===== src/include/dcd_pkg.sv =====
`default_nettype none
package dcd_pkg;

  // array shape of the default part
  localparam int BANK_W = 3;
  localparam int ROW_W  = 14;
  localparam int COL_W  = 10;

  // address bit roles during read and write
  localparam int AP_BIT = 10;
  localparam int BC_BIT = 12;

  // {chip select, row strobe, column strobe, write enable}, all active low
  localparam logic [3:0] PAT_MODE_SET = 4'h0;
  localparam logic [3:0] PAT_REFRESH  = 4'h1;
  localparam logic [3:0] PAT_PRECH    = 4'h2;
  localparam logic [3:0] PAT_ACTIVATE = 4'h3;
  localparam logic [3:0] PAT_WRITE    = 4'h4;
  localparam logic [3:0] PAT_READ     = 4'h5;
  localparam logic [3:0] PAT_ZQ       = 4'h6;
  localparam logic [3:0] PAT_NOP      = 4'h7;

  // burst occupancy in clock cycles (two beats per clock)
  localparam logic [2:0] BURST_FULL_CYC = 3'h4;
  localparam logic [2:0] BURST_CHOP_CYC = 3'h2;
  localparam logic [2:0] BURST_NONE     = 3'h0;
  localparam logic [2:0] BURST_LAST     = 3'h1;
  localparam logic [2:0] BURST_STEP     = 3'h1;

  // reset values
  localparam logic RST_LOW = 1'h0;

  typedef enum logic [4:0] {
    CMD_NONE,
    CMD_MODE_SET,
    CMD_REFRESH,
    CMD_SELFREFRESH_ENTRY,
    CMD_SELFREFRESH_EXIT,
    CMD_PRECHARGE,
    CMD_PRECHARGE_ALL,
    CMD_ACTIVATE,
    CMD_WRITE,
    CMD_READ,
    CMD_NOP,
    CMD_DESELECT,
    CMD_POWERDOWN_ENTRY,
    CMD_POWERDOWN_EXIT,
    CMD_ZQ_LONG,
    CMD_ZQ_SHORT,
    CMD_ILLEGAL
  } dcd_cmd_t;

  typedef enum logic [1:0] {
    ST_IDLE,
    ST_PDOWN,
    ST_SREF
  } dcd_state_t;

endpackage
`default_nettype wire


===== src/rtl/dcd_cmd_decoder.sv =====
`timescale 1ns/1ps
`default_nettype none
module dcd_cmd_decoder #(
  parameter int BANK_W = dcd_pkg::BANK_W,
  parameter int ROW_W  = dcd_pkg::ROW_W,
  parameter int COL_W  = dcd_pkg::COL_W
) (
  // clock and reset
  input  wire logic              i_clk_sys,
  input  wire logic              i_rstn,
  // command pins, active low strobes
  input  wire logic              i_cke,
  input  wire logic              i_cs_n,
  input  wire logic              i_ras_n,
  input  wire logic              i_cas_n,
  input  wire logic              i_we_n,
  input  wire logic [BANK_W-1:0] i_ba,
  input  wire logic [ROW_W-1:0]  i_addr,
  input  wire logic              i_odt,
  // burst configuration
  input  wire logic              i_otf_en,
  input  wire logic              i_fixed_chop,
  // decoded command
  output var  dcd_pkg::dcd_cmd_t o_cmd,
  output logic [BANK_W-1:0]      o_bank,
  output logic [ROW_W-1:0]       o_row,
  output logic [COL_W-1:0]       o_col,
  output logic                   o_ignored,
  // mode register access
  output logic [BANK_W-1:0]      o_mr_sel,
  output logic [ROW_W-1:0]       o_mr_op,
  // burst state
  output logic                   o_burst_busy,
  output logic                   o_chop,
  output logic                   o_auto_pre,
  output logic [BANK_W-1:0]      o_burst_bank,
  output logic                   o_autopre_stb,
  // power state and termination
  output logic                   o_pdown,
  output logic                   o_sref,
  output logic                   o_odt_en
);

  localparam int PIN_W = 6 + BANK_W + ROW_W;

  logic [PIN_W-1:0]    pins_s1_q;
  logic [PIN_W-1:0]    pins_s2_q;
  logic                cke_prev_q;
  logic [2:0]          cnt_q;
  logic [2:0]          cnt_d;
  dcd_pkg::dcd_state_t state_q;
  dcd_pkg::dcd_state_t state_d;
  dcd_pkg::dcd_cmd_t   steady_cmd;
  dcd_pkg::dcd_cmd_t   fall_cmd;
  dcd_pkg::dcd_cmd_t   cmd_d;

  // pins come from another chip: two flops before any decode
  always_ff @(posedge i_clk_sys or negedge i_rstn) begin
    if (!i_rstn) begin
      pins_s1_q <= '0;
      pins_s2_q <= '0;
    end else begin
      pins_s1_q <= {i_cke, i_cs_n, i_ras_n, i_cas_n, i_we_n, i_odt, i_ba, i_addr};
      pins_s2_q <= pins_s1_q;
    end
  end

  wire              cke_now = pins_s2_q[PIN_W-1];
  wire [3:0]        pat     = pins_s2_q[PIN_W-2 -: 4];
  wire              odt_s   = pins_s2_q[BANK_W+ROW_W];
  wire [BANK_W-1:0] ba_s    = pins_s2_q[ROW_W +: BANK_W];
  wire [ROW_W-1:0]  a_s     = pins_s2_q[ROW_W-1:0];

  // odt is deliberately absent from every decode term below
  wire desel    = pat[3];
  wire nop_like = desel | (pat == dcd_pkg::PAT_NOP);
  wire steady   = cke_prev_q & cke_now;
  wire falling  = cke_prev_q & ~cke_now;
  wire burst_on = (cnt_q != dcd_pkg::BURST_NONE);
  wire idle     = (state_q == dcd_pkg::ST_IDLE) & ~burst_on;
  wire ap_bit   = a_s[dcd_pkg::AP_BIT];
  wire bc_bit   = a_s[dcd_pkg::BC_BIT];
  wire live_cmd = steady & (state_q == dcd_pkg::ST_IDLE) & ~desel;

  assign steady_cmd =
    desel                          ? dcd_pkg::CMD_DESELECT :
    (pat == dcd_pkg::PAT_MODE_SET) ? dcd_pkg::CMD_MODE_SET :
    (pat == dcd_pkg::PAT_REFRESH)  ? dcd_pkg::CMD_REFRESH :
    (pat == dcd_pkg::PAT_PRECH)    ? (ap_bit ? dcd_pkg::CMD_PRECHARGE_ALL : dcd_pkg::CMD_PRECHARGE) :
    (pat == dcd_pkg::PAT_ACTIVATE) ? dcd_pkg::CMD_ACTIVATE :
    (pat == dcd_pkg::PAT_WRITE)    ? dcd_pkg::CMD_WRITE :
    (pat == dcd_pkg::PAT_READ)     ? dcd_pkg::CMD_READ :
    (pat == dcd_pkg::PAT_ZQ)       ? (ap_bit ? dcd_pkg::CMD_ZQ_LONG : dcd_pkg::CMD_ZQ_SHORT) :
                                     dcd_pkg::CMD_NOP;

  // self refresh only from all-idle; power-down entry during a burst decodes as illegal
  assign fall_cmd =
    (!desel && pat == dcd_pkg::PAT_REFRESH && idle) ? dcd_pkg::CMD_SELFREFRESH_ENTRY :
    (nop_like && !burst_on)                         ? dcd_pkg::CMD_POWERDOWN_ENTRY :
                                                      dcd_pkg::CMD_ILLEGAL;

  // refresh decodes only with steady clock enable, so never in power-down
  assign cmd_d =
    (state_q == dcd_pkg::ST_SREF)  ? (cke_now ? dcd_pkg::CMD_SELFREFRESH_EXIT : dcd_pkg::CMD_NONE) :
    (state_q == dcd_pkg::ST_PDOWN) ? (!cke_now ? dcd_pkg::CMD_NONE :
                                      nop_like ? dcd_pkg::CMD_POWERDOWN_EXIT :
                                                 dcd_pkg::CMD_ILLEGAL) :
    steady                         ? steady_cmd :
    falling                        ? fall_cmd :
                                     dcd_pkg::CMD_NONE;

  wire is_rw    = (cmd_d == dcd_pkg::CMD_WRITE) | (cmd_d == dcd_pkg::CMD_READ);
  // a second read or write inside a burst is dropped, never cuts it short
  wire rw_start = is_rw & ~burst_on;
  wire ignored  = (is_rw & burst_on) | (cmd_d == dcd_pkg::CMD_ILLEGAL);
  wire chop_d   = i_otf_en ? ~bc_bit : i_fixed_chop;
  wire is_mrs   = (cmd_d == dcd_pkg::CMD_MODE_SET);
  wire take_adr = rw_start | is_mrs | (cmd_d == dcd_pkg::CMD_ACTIVATE)
                | (cmd_d == dcd_pkg::CMD_PRECHARGE) | (cmd_d == dcd_pkg::CMD_PRECHARGE_ALL);
  wire burst_end = (cnt_q == dcd_pkg::BURST_LAST);

  // nop and deselect do not stop the count; it steps down once per cycle
  assign cnt_d = rw_start ? (chop_d ? dcd_pkg::BURST_CHOP_CYC : dcd_pkg::BURST_FULL_CYC) :
                 burst_on ? (cnt_q - dcd_pkg::BURST_STEP) : dcd_pkg::BURST_NONE;

  always_comb begin
    state_d = state_q;
    case (state_q)
      dcd_pkg::ST_IDLE: begin
        if (cmd_d == dcd_pkg::CMD_SELFREFRESH_ENTRY) begin
          state_d = dcd_pkg::ST_SREF;
        end else if (cmd_d == dcd_pkg::CMD_POWERDOWN_ENTRY) begin
          state_d = dcd_pkg::ST_PDOWN;
        end
      end
      dcd_pkg::ST_PDOWN: begin
        if (cmd_d == dcd_pkg::CMD_POWERDOWN_EXIT) begin
          state_d = dcd_pkg::ST_IDLE;
        end
      end
      dcd_pkg::ST_SREF: begin
        if (cmd_d == dcd_pkg::CMD_SELFREFRESH_EXIT) begin
          state_d = dcd_pkg::ST_IDLE;
        end
      end
      default: begin
        state_d = dcd_pkg::ST_IDLE;
      end
    endcase
  end

  always_ff @(posedge i_clk_sys or negedge i_rstn) begin
    if (!i_rstn) begin
      cke_prev_q <= dcd_pkg::RST_LOW;
      state_q    <= dcd_pkg::ST_IDLE;
      cnt_q      <= dcd_pkg::BURST_NONE;
      o_cmd      <= dcd_pkg::CMD_NONE;
      o_ignored  <= dcd_pkg::RST_LOW;
    end else begin
      cke_prev_q <= cke_now;
      state_q    <= state_d;
      cnt_q      <= cnt_d;
      o_cmd      <= cmd_d;
      o_ignored  <= ignored;
    end
  end

  // address and mode register capture
  always_ff @(posedge i_clk_sys or negedge i_rstn) begin
    if (!i_rstn) begin
      o_bank   <= '0;
      o_row    <= '0;
      o_col    <= '0;
      o_mr_sel <= '0;
      o_mr_op  <= '0;
    end else begin
      if (take_adr) begin
        o_bank <= ba_s;
        o_row  <= a_s;
        o_col  <= a_s[COL_W-1:0];
      end
      if (is_mrs) begin
        o_mr_sel <= ba_s;
        o_mr_op  <= a_s;
      end
    end
  end

  // burst state; auto precharge fires as the last cycle retires
  always_ff @(posedge i_clk_sys or negedge i_rstn) begin
    if (!i_rstn) begin
      o_burst_busy  <= dcd_pkg::RST_LOW;
      o_chop        <= dcd_pkg::RST_LOW;
      o_auto_pre    <= dcd_pkg::RST_LOW;
      o_burst_bank  <= '0;
      o_autopre_stb <= dcd_pkg::RST_LOW;
    end else begin
      o_burst_busy  <= (cnt_d != dcd_pkg::BURST_NONE);
      o_autopre_stb <= burst_end & o_auto_pre;
      if (rw_start) begin
        o_chop       <= chop_d;
        o_auto_pre   <= ap_bit;
        o_burst_bank <= ba_s;
      end
    end
  end

  // power state flags and termination enable
  always_ff @(posedge i_clk_sys or negedge i_rstn) begin
    if (!i_rstn) begin
      o_pdown  <= dcd_pkg::RST_LOW;
      o_sref   <= dcd_pkg::RST_LOW;
      o_odt_en <= dcd_pkg::RST_LOW;
    end else begin
      o_pdown  <= (state_d == dcd_pkg::ST_PDOWN);
      o_sref   <= (state_d == dcd_pkg::ST_SREF);
      o_odt_en <= odt_s & (state_d != dcd_pkg::ST_SREF);
    end
  end
endmodule
`default_nettype wire


===== config.mk =====
export PLATFORM = sky130hd
export DESIGN_NAME = dcd_cmd_decoder
export DESIGN_NICKNAME = d
export VERILOG_FILES = /design/src/include/dcd_pkg.sv /design/src/rtl/dcd_cmd_decoder.sv
export SDC_FILE = /design/constraint.sdc
export NUM_CORES = 1
export LEC_CHECK = 0
export ABC_CLOCK_PERIOD_IN_PS = 3900
export BUFFER_PORTS_ARGS = -buffer_cell sky130_fd_sc_hd__buf_2
export CAP_MARGIN = 30
export CELL_PAD_IN_SITES_DETAIL_PLACEMENT = 2
export CELL_PAD_IN_SITES_GLOBAL_PLACEMENT = 2
export CORE_MARGIN = 5
export CORE_UTILIZATION = 39
export CTS_CLUSTER_DIAMETER = 200
export DETAILED_ROUTE_END_ITERATION = 10
export PLACE_DENSITY_LB_ADDON = 0.1
export SLEW_MARGIN = 20
export SYNTH_ARGS = -nofsm -noshare
export SYNTH_HDL_FRONTEND = slang
export SYNTH_SLANG_ARGS = --single-unit

===== constraint.sdc =====
create_clock -name i_clk_sys -period 3.9 [get_ports i_clk_sys]
set_input_delay 0.585 -clock i_clk_sys [delete_from_list [all_inputs] [get_ports i_clk_sys]]
set_output_delay 0.585 -clock i_clk_sys [all_outputs]
set_load 0.05 [all_outputs]

* Yosys cells after proc, flatten, opt, wreduce, memory -nomap -nowiden
Cells that the tools add are included.
** Cells by class
- Magnitude comparators :: 0
- Reductions and logical operators :: 9
- Shift operators :: 0
- Equality and inequality tests :: 24
- Div/mod/pow operators :: 0
- Bitwise logic cells :: 17
- Add/sub/neg operators :: 1
- Multipliers :: 0
- Multiplexer cells :: 28
** Operators with widths (number)
- 5-bit two-way mux :: 8
- 3-bit two-way mux :: 7
- 5-bit by 3-bit equality test with 1-bit output, second input constant :: 4
- 5-bit by 4-bit equality test with 1-bit output, second input constant :: 4
- 4-bit two-way mux :: 5
- 4-bit by 3-bit equality test with 1-bit output, second input constant :: 4
- 2-bit two-way mux :: 5
- 4-bit by 2-bit equality test with 1-bit output, second input constant :: 2
- 1-bit bitwise AND :: 7
- 1-bit bitwise OR :: 7
- 2-bit one-hot mux with 3 select lines :: 1
- 3-bit nonzero test :: 2
- 5-bit by 1-bit equality test with 1-bit output, second input constant :: 1
- 5-bit by 2-bit equality test with 1-bit output, second input constant :: 1
- 5-bit equality test, second input constant :: 1
- 2-bit by 1-bit equality test with 1-bit output, second input constant :: 2
- 2-bit equality test, second input constant :: 2
- 4-bit by 1-bit equality test with 1-bit output, second input constant :: 1
- 4-bit logical NOT :: 1
- 3-bit by 1-bit equality test with 1-bit output, second input constant :: 1
- 1-bit logical AND :: 3
- 1-bit NOT :: 3
- 3-bit by 1-bit subtractor with 3-bit output, second input constant :: 1
- 1-bit logical NOT :: 2
- 3 further kinds :: 4
** Storage, ports and cells
- Bits of input ports :: 27
- Bits in writable memories :: 0
- Bits in read-only memories :: 0
- Bits in registers :: 112
- Memories :: 0
- Latch bits :: 0
- Logic and storage cells :: 99
- Output and inout bits :: 60

* Depth between registers and ports, before layout
Gate-level depths: netlist (run 1).
- Word-level depth :: 19
- Gate-level depth with buffers :: 10

* Worst setup path before layout (run 1)
No wires, ideal clock.
- Path type :: register to register
- From :: register cnt_q[1]
- To :: register o_bank[0]
- Stages on the path, launching flop included :: 10
- Arrival :: 2.495 ns
- Clock period less this slack :: 2.620 ns
- Data required time :: 3.775 ns
- Path buffers :: 2
- Path slack :: 1.280 ns
- Cells stage by stage :: dfrtp_1 nor2_1 ha_1 clkbuf_1 nand4_1 a32o_1 o2111a_2 a211oi_4 buf_6 mux2_4
** Between the ends
- Cells in the longest elaborated chain, start to end :: 16
- Elaborated cells between the ends (all ways) :: 24
** Ends and longest elaborated chain
- start: declaration :: RTL line dcd_cmd_decoder.sv:49 : logic [2:0] cnt_q;
- start signal: assignment :: RTL line dcd_cmd_decoder.sv:156 : cnt_q <= dcd_pkg::BURST_NONE;
- start signal: assignment :: RTL line dcd_cmd_decoder.sv:162 : cnt_q <= cnt_d;
- 3-bit nonzero test * :: RTL line dcd_cmd_decoder.sv:79 : wire burst_on = (cnt_q != dcd_pkg::BURST_NONE);
- 1-bit logical NOT or 1-bit NOT (tied branches) :: RTL line dcd_cmd_decoder.sv:99, dcd_cmd_decoder.sv:80, dcd_cmd_decoder.sv:114
- 1-bit logical AND or 1-bit bitwise AND (tied branches) :: RTL line dcd_cmd_decoder.sv:99, dcd_cmd_decoder.sv:80
- 5-bit two-way mux or 1-bit logical AND (tied branches) :: RTL line dcd_cmd_decoder.sv:99, dcd_cmd_decoder.sv:98
- 5-bit two-way mux :: RTL line dcd_cmd_decoder.sv:98 : (!desel && pat == dcd_pkg::PAT_REFRESH && idle) ? dcd_pkg::CMD_SELFREFRESH_ENTRY :
- 5-bit two-way mux :: RTL line dcd_cmd_decoder.sv:109 : falling ? fall_cmd :
- 5-bit two-way mux :: RTL line dcd_cmd_decoder.sv:108 : steady ? steady_cmd :
- 5-bit two-way mux :: RTL line dcd_cmd_decoder.sv:105 : (state_q == dcd_pkg::ST_PDOWN) ? (!cke_now ? dcd_pkg::CMD_NONE :
- 5-bit two-way mux :: RTL line dcd_cmd_decoder.sv:104 : (state_q == dcd_pkg::ST_SREF) ? (cke_now ? dcd_pkg::CMD_SELFREFRESH_EXIT : dcd_pkg::CMD_NONE) :
- 5-bit by 4-bit equality test with 1-bit output :: RTL line dcd_cmd_decoder.sv:112 : wire is_rw = (cmd_d == dcd_pkg::CMD_WRITE) | (cmd_d == dcd_pkg::CMD_READ);
- 1-bit bitwise OR :: RTL line dcd_cmd_decoder.sv:112
- 1-bit bitwise AND :: RTL line dcd_cmd_decoder.sv:114 : wire rw_start = is_rw & ~burst_on;
- 1-bit bitwise OR (2 in a row) :: RTL line dcd_cmd_decoder.sv:118 : wire take_adr = rw_start | is_mrs | (cmd_d == dcd_pkg::CMD_ACTIVATE)
- 1-bit bitwise OR :: RTL line dcd_cmd_decoder.sv:119 : | (cmd_d == dcd_pkg::CMD_PRECHARGE) | (cmd_d == dcd_pkg::CMD_PRECHARGE_ALL);
- 1-bit bitwise OR * :: RTL line dcd_cmd_decoder.sv:119
- end signal: assignment :: RTL line dcd_cmd_decoder.sv:178 : o_bank <= ba_s;
- end: declaration :: RTL line dcd_cmd_decoder.sv:25 : output logic [BANK_W-1:0] o_bank,
Mark *: on every way between the ends. The rest lies on a longest branch, timed or not.
A chain may end at the register's enable or synchronous reset.

* Final worst setup path (run 1)
- From :: register cnt_q[1]
- To :: register o_row[0]
** Between the ends
- Cells in the longest elaborated chain, start to end :: 16
- Elaborated cells between the ends (all ways) :: 24
** Ends and longest elaborated chain
- 3-bit nonzero test * :: RTL line dcd_cmd_decoder.sv:79
- 1-bit logical NOT or 1-bit NOT (tied branches) :: RTL line dcd_cmd_decoder.sv:99, dcd_cmd_decoder.sv:80, dcd_cmd_decoder.sv:114
- 1-bit logical AND or 1-bit bitwise AND (tied branches) :: RTL line dcd_cmd_decoder.sv:99, dcd_cmd_decoder.sv:80
- 5-bit two-way mux or 1-bit logical AND (tied branches) :: RTL line dcd_cmd_decoder.sv:99, dcd_cmd_decoder.sv:98
- 5-bit two-way mux :: RTL line dcd_cmd_decoder.sv:98
- 5-bit two-way mux :: RTL line dcd_cmd_decoder.sv:109
- 5-bit two-way mux :: RTL line dcd_cmd_decoder.sv:108
- 5-bit two-way mux :: RTL line dcd_cmd_decoder.sv:105
- 5-bit two-way mux :: RTL line dcd_cmd_decoder.sv:104
- 5-bit by 4-bit equality test with 1-bit output :: RTL line dcd_cmd_decoder.sv:112
- 1-bit bitwise OR :: RTL line dcd_cmd_decoder.sv:112
- 1-bit bitwise AND :: RTL line dcd_cmd_decoder.sv:114
- 1-bit bitwise OR (2 in a row) :: RTL line dcd_cmd_decoder.sv:118
- 1-bit bitwise OR :: RTL line dcd_cmd_decoder.sv:119
- 1-bit bitwise OR * :: RTL line dcd_cmd_decoder.sv:119
- end signal: assignment :: RTL line dcd_cmd_decoder.sv:179 : o_row <= a_s;
- end: declaration :: RTL line dcd_cmd_decoder.sv:26 : output logic [ROW_W-1:0] o_row,
Marks and branches as above.

==> flow_metrics.env, run 1 <==
export IMPL_maxCapViolCount=0
export IMPL_detail_route_vias_per_cell=4.73
export IMPL_grt_remaining_overflow=0
export IMPL_finalNetCount=364
export IMPL_dpl_hpwl_um=5960
export IMPL_timing_critical_path_required_ns=4.14
export IMPL_holdBufCountCts=0
export IMPL_antenna_found_initial=0
export IMPL_critical_path_arrival_ns=3.27
export IMPL_tritoncts_buffers=9
export IMPL_ant_nets=0
export IMPL_register_to_register_path_depth=9
export IMPL_leakagePower_uw=0.00218
export IMPL_synth_edff_count=0
export IMPL_worst_setup_path_end_kind="flip-flop"
export IMPL_buffer_ports_inserted=86
export IMPL_fin_tns_setup_ns=0
export IMPL_final_core_util_pct=47.9
export IMPL_layout_cell_share_with_drive_strength_beyond_1_pct=44.8
export IMPL_die_width_um=108
export IMPL_worstSetupPathType="reg -> reg"
export IMPL_synth_warning_count=0
export IMPL_placeableCoreArea_um2=9330
export IMPL_peakVddDrop_mv=0.389
export IMPL_pin_count_of_the_biggest_net_entering_global_routing=47
export IMPL_floorplan_die_area_um2=11700
export IMPL_totalWireLength_um=8180
export IMPL_syn_cell_area_um2=3770
export IMPL_synth_ff_latch_count=102
export IMPL_die_y_um=108
export IMPL_clock_tree_from_tritoncts="done"
export IMPL_post_synth_mux_area_share_pct=11.4
export IMPL_ports_placed_on_the_boundary=87
export IMPL_proportion_of_synthesized_flip_flops_having_asynchronous_set_or_reset_pct=100
export IMPL_yosysUniqueCellTypes=50
export IMPL_cts_num_sinks=102
export IMPL_synth_fp_nets=281
export IMPL_synth_xor_area_share_pct=0.465
export IMPL_synth_sequential_area_ratio_pct=67.8
export IMPL_finalCritPeriodShare_pct=77.9
export IMPL_worst_setup_path_start_kind="flip-flop"
export IMPL_average_routed_wire_per_standard_cell_um=17.5
export IMPL_skew_ns=0.0169
export IMPL_htree_levels=3
export IMPL_synth_top_cells_by_count="102 x sky130_fd_sc_hd__dfrtp_1, 24 x sky130_fd_sc_hd__mux2_2, 18 x sky130_fd_sc_hd__nand2_1"
export IMPL_largest_stage_delay_worst_path_ns=0.46
export IMPL_synth_area_per_cell_um2=14.9
export IMPL_clock_fmax_mhz=329
export IMPL_layout_area_overhead_vs_synth_pct=18.6
export IMPL_netlist_instances=252
export IMPL_clock_tree_buf_depth=2
export IMPL_n_fill_cell=942
export IMPL_library_cell_with_the_highest_instance_count_after_synthesis="sky130_fd_sc_hd__dfrtp_1"
export IMPL_clk_lat_worst_skew_ns=0.35
export IMPL_clock_tree_root_cell="sky130_fd_sc_hd__clkbuf_8"
export IMPL_critPathMaxFanout=17
export IMPL_synthFlopType="sky130_fd_sc_hd__dfrtp_1"
export IMPL_post_cts_repair_setup_buffers=0
export IMPL_relative_max_transition_margin_pct=60.3
export IMPL_grt_pass1_vias=2558
export IMPL_slowest_stage="sky130_fd_sc_hd__ha_1"
export IMPL_power_density_nw_per_um2=945
export IMPL_timing_final_setup_violations=0
export IMPL_total_routing_usage_gr_pct=15.3
export IMPL_status="finished, final reports clean"
export IMPL_synth_largest_type_area_fraction_pct=67.8
export IMPL_start_util_pct=40.4
export IMPL_rsz0062_at_grt="false"
export IMPL_yosys_area_share_adder_pct=0.664
export IMPL_hold_violations=0
export IMPL_finalMaxSlewViolations=0
export IMPL_synth_compound_area_share_pct=6.78
export IMPL_synth_simple_gate_area_share_pct=8.77
export IMPL_gp_congestion=0.749
export IMPL_synth_area_leaders="sky130_fd_sc_hd__dfrtp_1 68%, sky130_fd_sc_hd__mux2_2 7.2%, sky130_fd_sc_hd__mux2_4 4.0%"
export IMPL_drt_iter0_drc=47
export IMPL_post_route_drc_count=0
export IMPL_final_period_minus_worst_setup_slack_ns=3.04
export IMPL_grt_first_pass_wirelength_um=13700
export IMPL_rows=35
export IMPL_dr_total_vias=2213
export IMPL_synth_top_family_by_area="multiplexers"
export IMPL_n_antenna_cell=0
export IMPL_tightestPinTransition_ns=0.595
export IMPL_holdCritPathClass="in -> async"
export IMPL_clk_pin_slew_ns=0.10
export IMPL_synth_largest_area_cell="sky130_fd_sc_hd__dfrtp_1"
export IMPL_critical_path_cell_sequence="nor2_1, ha_1, nand4b_1, o21ai_0, a221oi_4, o2111a_2, a211oi_4, buf_4, mux2_2"
export IMPL_post_cts_resize_count=0
export IMPL_firstDrtPassIters=4
-- final timing paths --
path,to,from,slack (ns)
setup / recovery,o_row[0],cnt_q[1],0.86
hold / removal,pins_s1_q[8],i_rstn,0.22
setup reg to reg,o_row[0],cnt_q[1],0.86
hold reg to reg,pins_s2_q[7],pins_s1_q[7],0.35
max in group asynchronous,pins_s1_q[3],i_rstn,2.85
min in group i_clk_sys,pins_s1_q[8],i_addr[8],0.33
-- logic make-up (layout without fill, tap and decap cells) --
logic type | after synthesis | after routing
AO/OA/AOI/OAI | 30 | 30
buffers and inverters | 26 | 113
XOR/XNOR | 2 | 2
multiplexers | 35 | 35
flip-flops | 102 | 102
adder cells (fa/ha/maj) | 2 | 2
AND/OR/NAND/NOR | 55 | 55
-- area by class of cell --
cell class                 count  area [um2]  share of cell area [%]
clock buffer                   9         124                    2.77
sequential                   102        2550                    57.1
multi-input combinational    124        1060                    23.7
timing repair buffer          91         483                    10.8
clock inverter                 6        62.6                    1.40
inverter                       7        26.3                   0.588
tap                          129         161                    3.61
-- worst max-delay path: cells and delay by family, from the launching register on --
kind            cells  cell delay (ns)
flops               1             0.43
compound gates      4             0.97
buf+inv             1             0.33
simple gates        2             0.36
mux                 1             0.38
fa+ha+maj           1             0.46
-- cell usage in the layout (no fill, tap or decap), drive strengths merged, types with 3 or more instances in the layout --
master	synthesis	layout
dfrtp	102	102
buf	17	91
mux2	34	34
nand2	19	19
clkbuf	2	9
inv	7	8
nor2	6	6
o21ai	6	6
nand2b	4	4
nand4	4	4
nand3	4	4
clkinv	0	4
a21oi	3	3
-- per-stage QoR --
stage	power (uW)	instances	setup slack, ns	area, um2	hold slack [ns]
6_report	4220	468	0.863	4470	0.219
5_1_grt	4440	468	0.664	4470	0.271
4_1_cts	4290	468	0.837	4470	0.234
3_5_place_dp	3640	453	0.844	4280	0.336
3_3_place_gp	3580	452	1.05	4260	0.332
2_1_floorplan	3200	252	1.28	3770	0.289
-- report_power, final --
| group | internal (uW) | switching (uW) | leakage (uW) | total (uW) |
|---|---|---|---|---|
| combinational | 572 | 1490 | 0.000858 | 2070 |
| sequential | 1340 | 184 | 0.00122 | 1520 |
| clock | 293 | 339 | 0.0000992 | 633 |
| total | 2200 | 2020 | 0.00218 | 4220 |
-- per-layer routing --
metal	part of all wire, %	up-vias	track usage [%]
met1	46	1110	21.0
met4	1.4	0	5.95
met2	47	65	24.1
met3	5.2	10	3.10
met5	0	-	0
li1	-	1028	-
-- flip-flops by register name, summed over array words and instances, names as in the netlist, 2 cells and up --
register      flops
o_bank            3
o_row            14
o_burst_bank      3
o_cmd             5
cnt_q             3
o_mr_op          14
pins_s2_q        23
pins_s1_q        23
state_q           2
o_mr_sel          3
(Power assumes the default switching activity.)
==> run 2, diff against run 1 <==
- ABC_CLOCK_PERIOD_IN_PS: 3900 -> 2800
- CORE_UTILIZATION: 39 -> 36
- clock period: 3.9 -> 2.8 ns (I/O delays scaled with it)
==> flow_metrics.env, run 2 (same netlist as run 1, synthesis figures left out) <==
export IMPL_status="finished, final reports clean"
export IMPL_gp_congestion=0.799
export IMPL_power_density_nw_per_um2=1330
export IMPL_average_routed_wire_per_standard_cell_um=17.6
export IMPL_timing_critical_path_required_ns=3.05
export IMPL_clk_pin_slew_ns=0.10
export IMPL_largest_stage_delay_worst_path_ns=0.45
export IMPL_peakVddDrop_mv=0.734
export IMPL_dr_total_vias=2306
export IMPL_drt_iter0_drc=39
export IMPL_slowest_stage="sky130_fd_sc_hd__dfrtp_1"
export IMPL_finalNetCount=368
export IMPL_post_route_drc_count=0
export IMPL_worstSetupPathType="reg -> reg"
export IMPL_critical_path_arrival_ns=2.94
export IMPL_finalMaxSlewViolations=0
export IMPL_n_antenna_cell=0
export IMPL_clock_tree_from_tritoncts="done"
export IMPL_clk_lat_worst_skew_ns=0.37
export IMPL_worst_setup_path_end_kind="flip-flop"
export IMPL_buffer_ports_inserted=86
export IMPL_totalWireLength_um=8440
export IMPL_finalCritPeriodShare_pct=96.0
export IMPL_post_cts_repair_setup_buffers=0
export IMPL_layout_area_overhead_vs_synth_pct=21.3
export IMPL_fin_tns_setup_ns=0
export IMPL_biggestRegsByFlops="pins_s1_q (23), pins_s2_q (23)"
export IMPL_firstDrtPassIters=4
export IMPL_clock_tree_root_cell="sky130_fd_sc_hd__clkbuf_8"
export IMPL_cts_num_sinks=102
export IMPL_holdBufCountCts=0
export IMPL_leakagePower_uw=0.00222
export IMPL_hold_violations=0
export IMPL_grt_first_pass_wirelength_um=13900
export IMPL_antenna_found_initial=0
export IMPL_rows=37
export IMPL_fin_total_pwr_uw=6070
export IMPL_die_width_um=112
export IMPL_start_util_pct=36.7
export IMPL_pin_count_of_the_biggest_net_entering_global_routing=52
export IMPL_tightestPinTransition_ns=0.640
export IMPL_grt_pass1_vias=2657
export IMPL_maxCapViolCount=0
export IMPL_placeableCoreArea_um2=10300
export IMPL_rsz0062_at_grt="false"
export IMPL_final_design_area_no_fill_um2=4570
export IMPL_clock_tree_buf_depth=2
export IMPL_ant_nets=0
export IMPL_mostFrequentLayoutCell="sky130_fd_sc_hd__dfrtp_1"
export IMPL_placedInstanceArea_um2=4350
export IMPL_ports_placed_on_the_boundary=87
export IMPL_timing_final_setup_violations=0
export IMPL_floorplan_die_area_um2=12600
export IMPL_detail_route_vias_per_cell=4.80
export IMPL_critPathMaxFanout=13
export IMPL_relative_max_transition_margin_pct=57.3
export IMPL_final_cell_mix="102 x sky130_fd_sc_hd__dfrtp_1, 85 x sky130_fd_sc_hd__buf_2, 24 x sky130_fd_sc_hd__mux2_2, 18 x sky130_fd_sc_hd__nand2_1, 10 x sky130_fd_sc_hd__mux2_4"
export IMPL_grt_remaining_overflow=0
export IMPL_die_y_um=112
export IMPL_htree_levels=3
export IMPL_skew_ns=0.0138
export IMPL_tritoncts_buffers=9
export IMPL_final_period_minus_worst_setup_slack_ns=2.69
export IMPL_critical_path_cell_sequence="nor2_1, ha_1, nand4b_1, o21ai_1, a221oi_4, o2111a_2, a211oi_4, buf_12, mux2_2"
export IMPL_worst_setup_path_start_kind="flip-flop"
export IMPL_dpl_hpwl_um=6130
export IMPL_holdCritPathClass="in -> async"
export IMPL_layout_cell_share_with_drive_strength_beyond_1_pct=45.9
export IMPL_total_routing_usage_gr_pct=14.0
export IMPL_clock_fmax_mhz=372
export IMPL_post_cts_resize_count=0
==> run 2: cell count changes in the layout (fill, tap and decap cells not counted) <==
cell and change:
sky130_fd_sc_hd__o21ai_0 -1, sky130_fd_sc_hd__o21ai_2 +1, sky130_fd_sc_hd__inv_6 +1, sky130_fd_sc_hd__clkinv_8 +1
sky130_fd_sc_hd__clkinv_2 -3, sky130_fd_sc_hd__inv_8 +2, sky130_fd_sc_hd__buf_12 +2, sky130_fd_sc_hd__buf_4 +2
==> run 2: through the flow <==
step	worst slack [ns]	hold slack (ns)	util (%)	instances
floorplan	0.180	0.124	-	252
global placement	0.194	0.331	42.3	464
detailed placement	0.0776	0.336	42.3	464
CTS	0.0232	0.0818	44.4	480
global route	0.0118	0.112	44.4	480
finish	0.113	0.0643	44.4	480
==> run 2: metal layers <==
metal / GRT usage, % / part of all wire (%) / vias to the layer above
met1: 16.9 / 42 / 1209
met3: 3.99 / 4.0 / 7
li1: - / - / 1041
met4: 4.09 / 1.1 / 0
met5: 0 / 0 / -
met2: 24.4 / 53 / 49
==> run 2: worst max-delay path, delay by kind of cell, from the launching register on <==
family                   cells  cell delay, ns
flip-flops                   1            0.45
AND/OR/NAND/NOR              2            0.33
multiplexers                 1            0.34
AO/OA/AOI/OAI                4            0.95
adder cells (fa/ha/maj)      1            0.31
buffers and inverters        1            0.20
==> run 2: area by class of cell <==
type | count | area (um2)
clock buffers | 9 | 124
clock inverters | 7 | 95.1
fillers | 1065 | 5710
inverters | 7 | 26.3
multi-input cells | 124 | 1060
flip-flops and latches | 102 | 2550
well taps | 136 | 170
repair buffers | 95 | 538
==> run 2: path summary, 6_finish.rpt <==
kind	startpoint	to	slack, ns	depth (start not counted)
max	cnt_q[0]	o_row[1]	0.11	9
min	i_rstn	o_autopre_stb	0.06	1
max reg2reg	cnt_q[0]	o_row[1]	0.11	9
min reg2reg	pins_s1_q[9]	pins_s2_q[9]	0.36	0
max in group asynchronous	i_rstn	o_cmd[2]	2.01	2
min in group i_clk_sys	i_addr[1]	pins_s1_q[1]	0.15	1
==> run 2: where the power goes <==
group,internal [uW],switching (uW),leakage [uW],total [uW]
registers,1860,265,0.00122,2130
clock network,442,557,0.000111,998
logic,852,2090,0.000891,2940
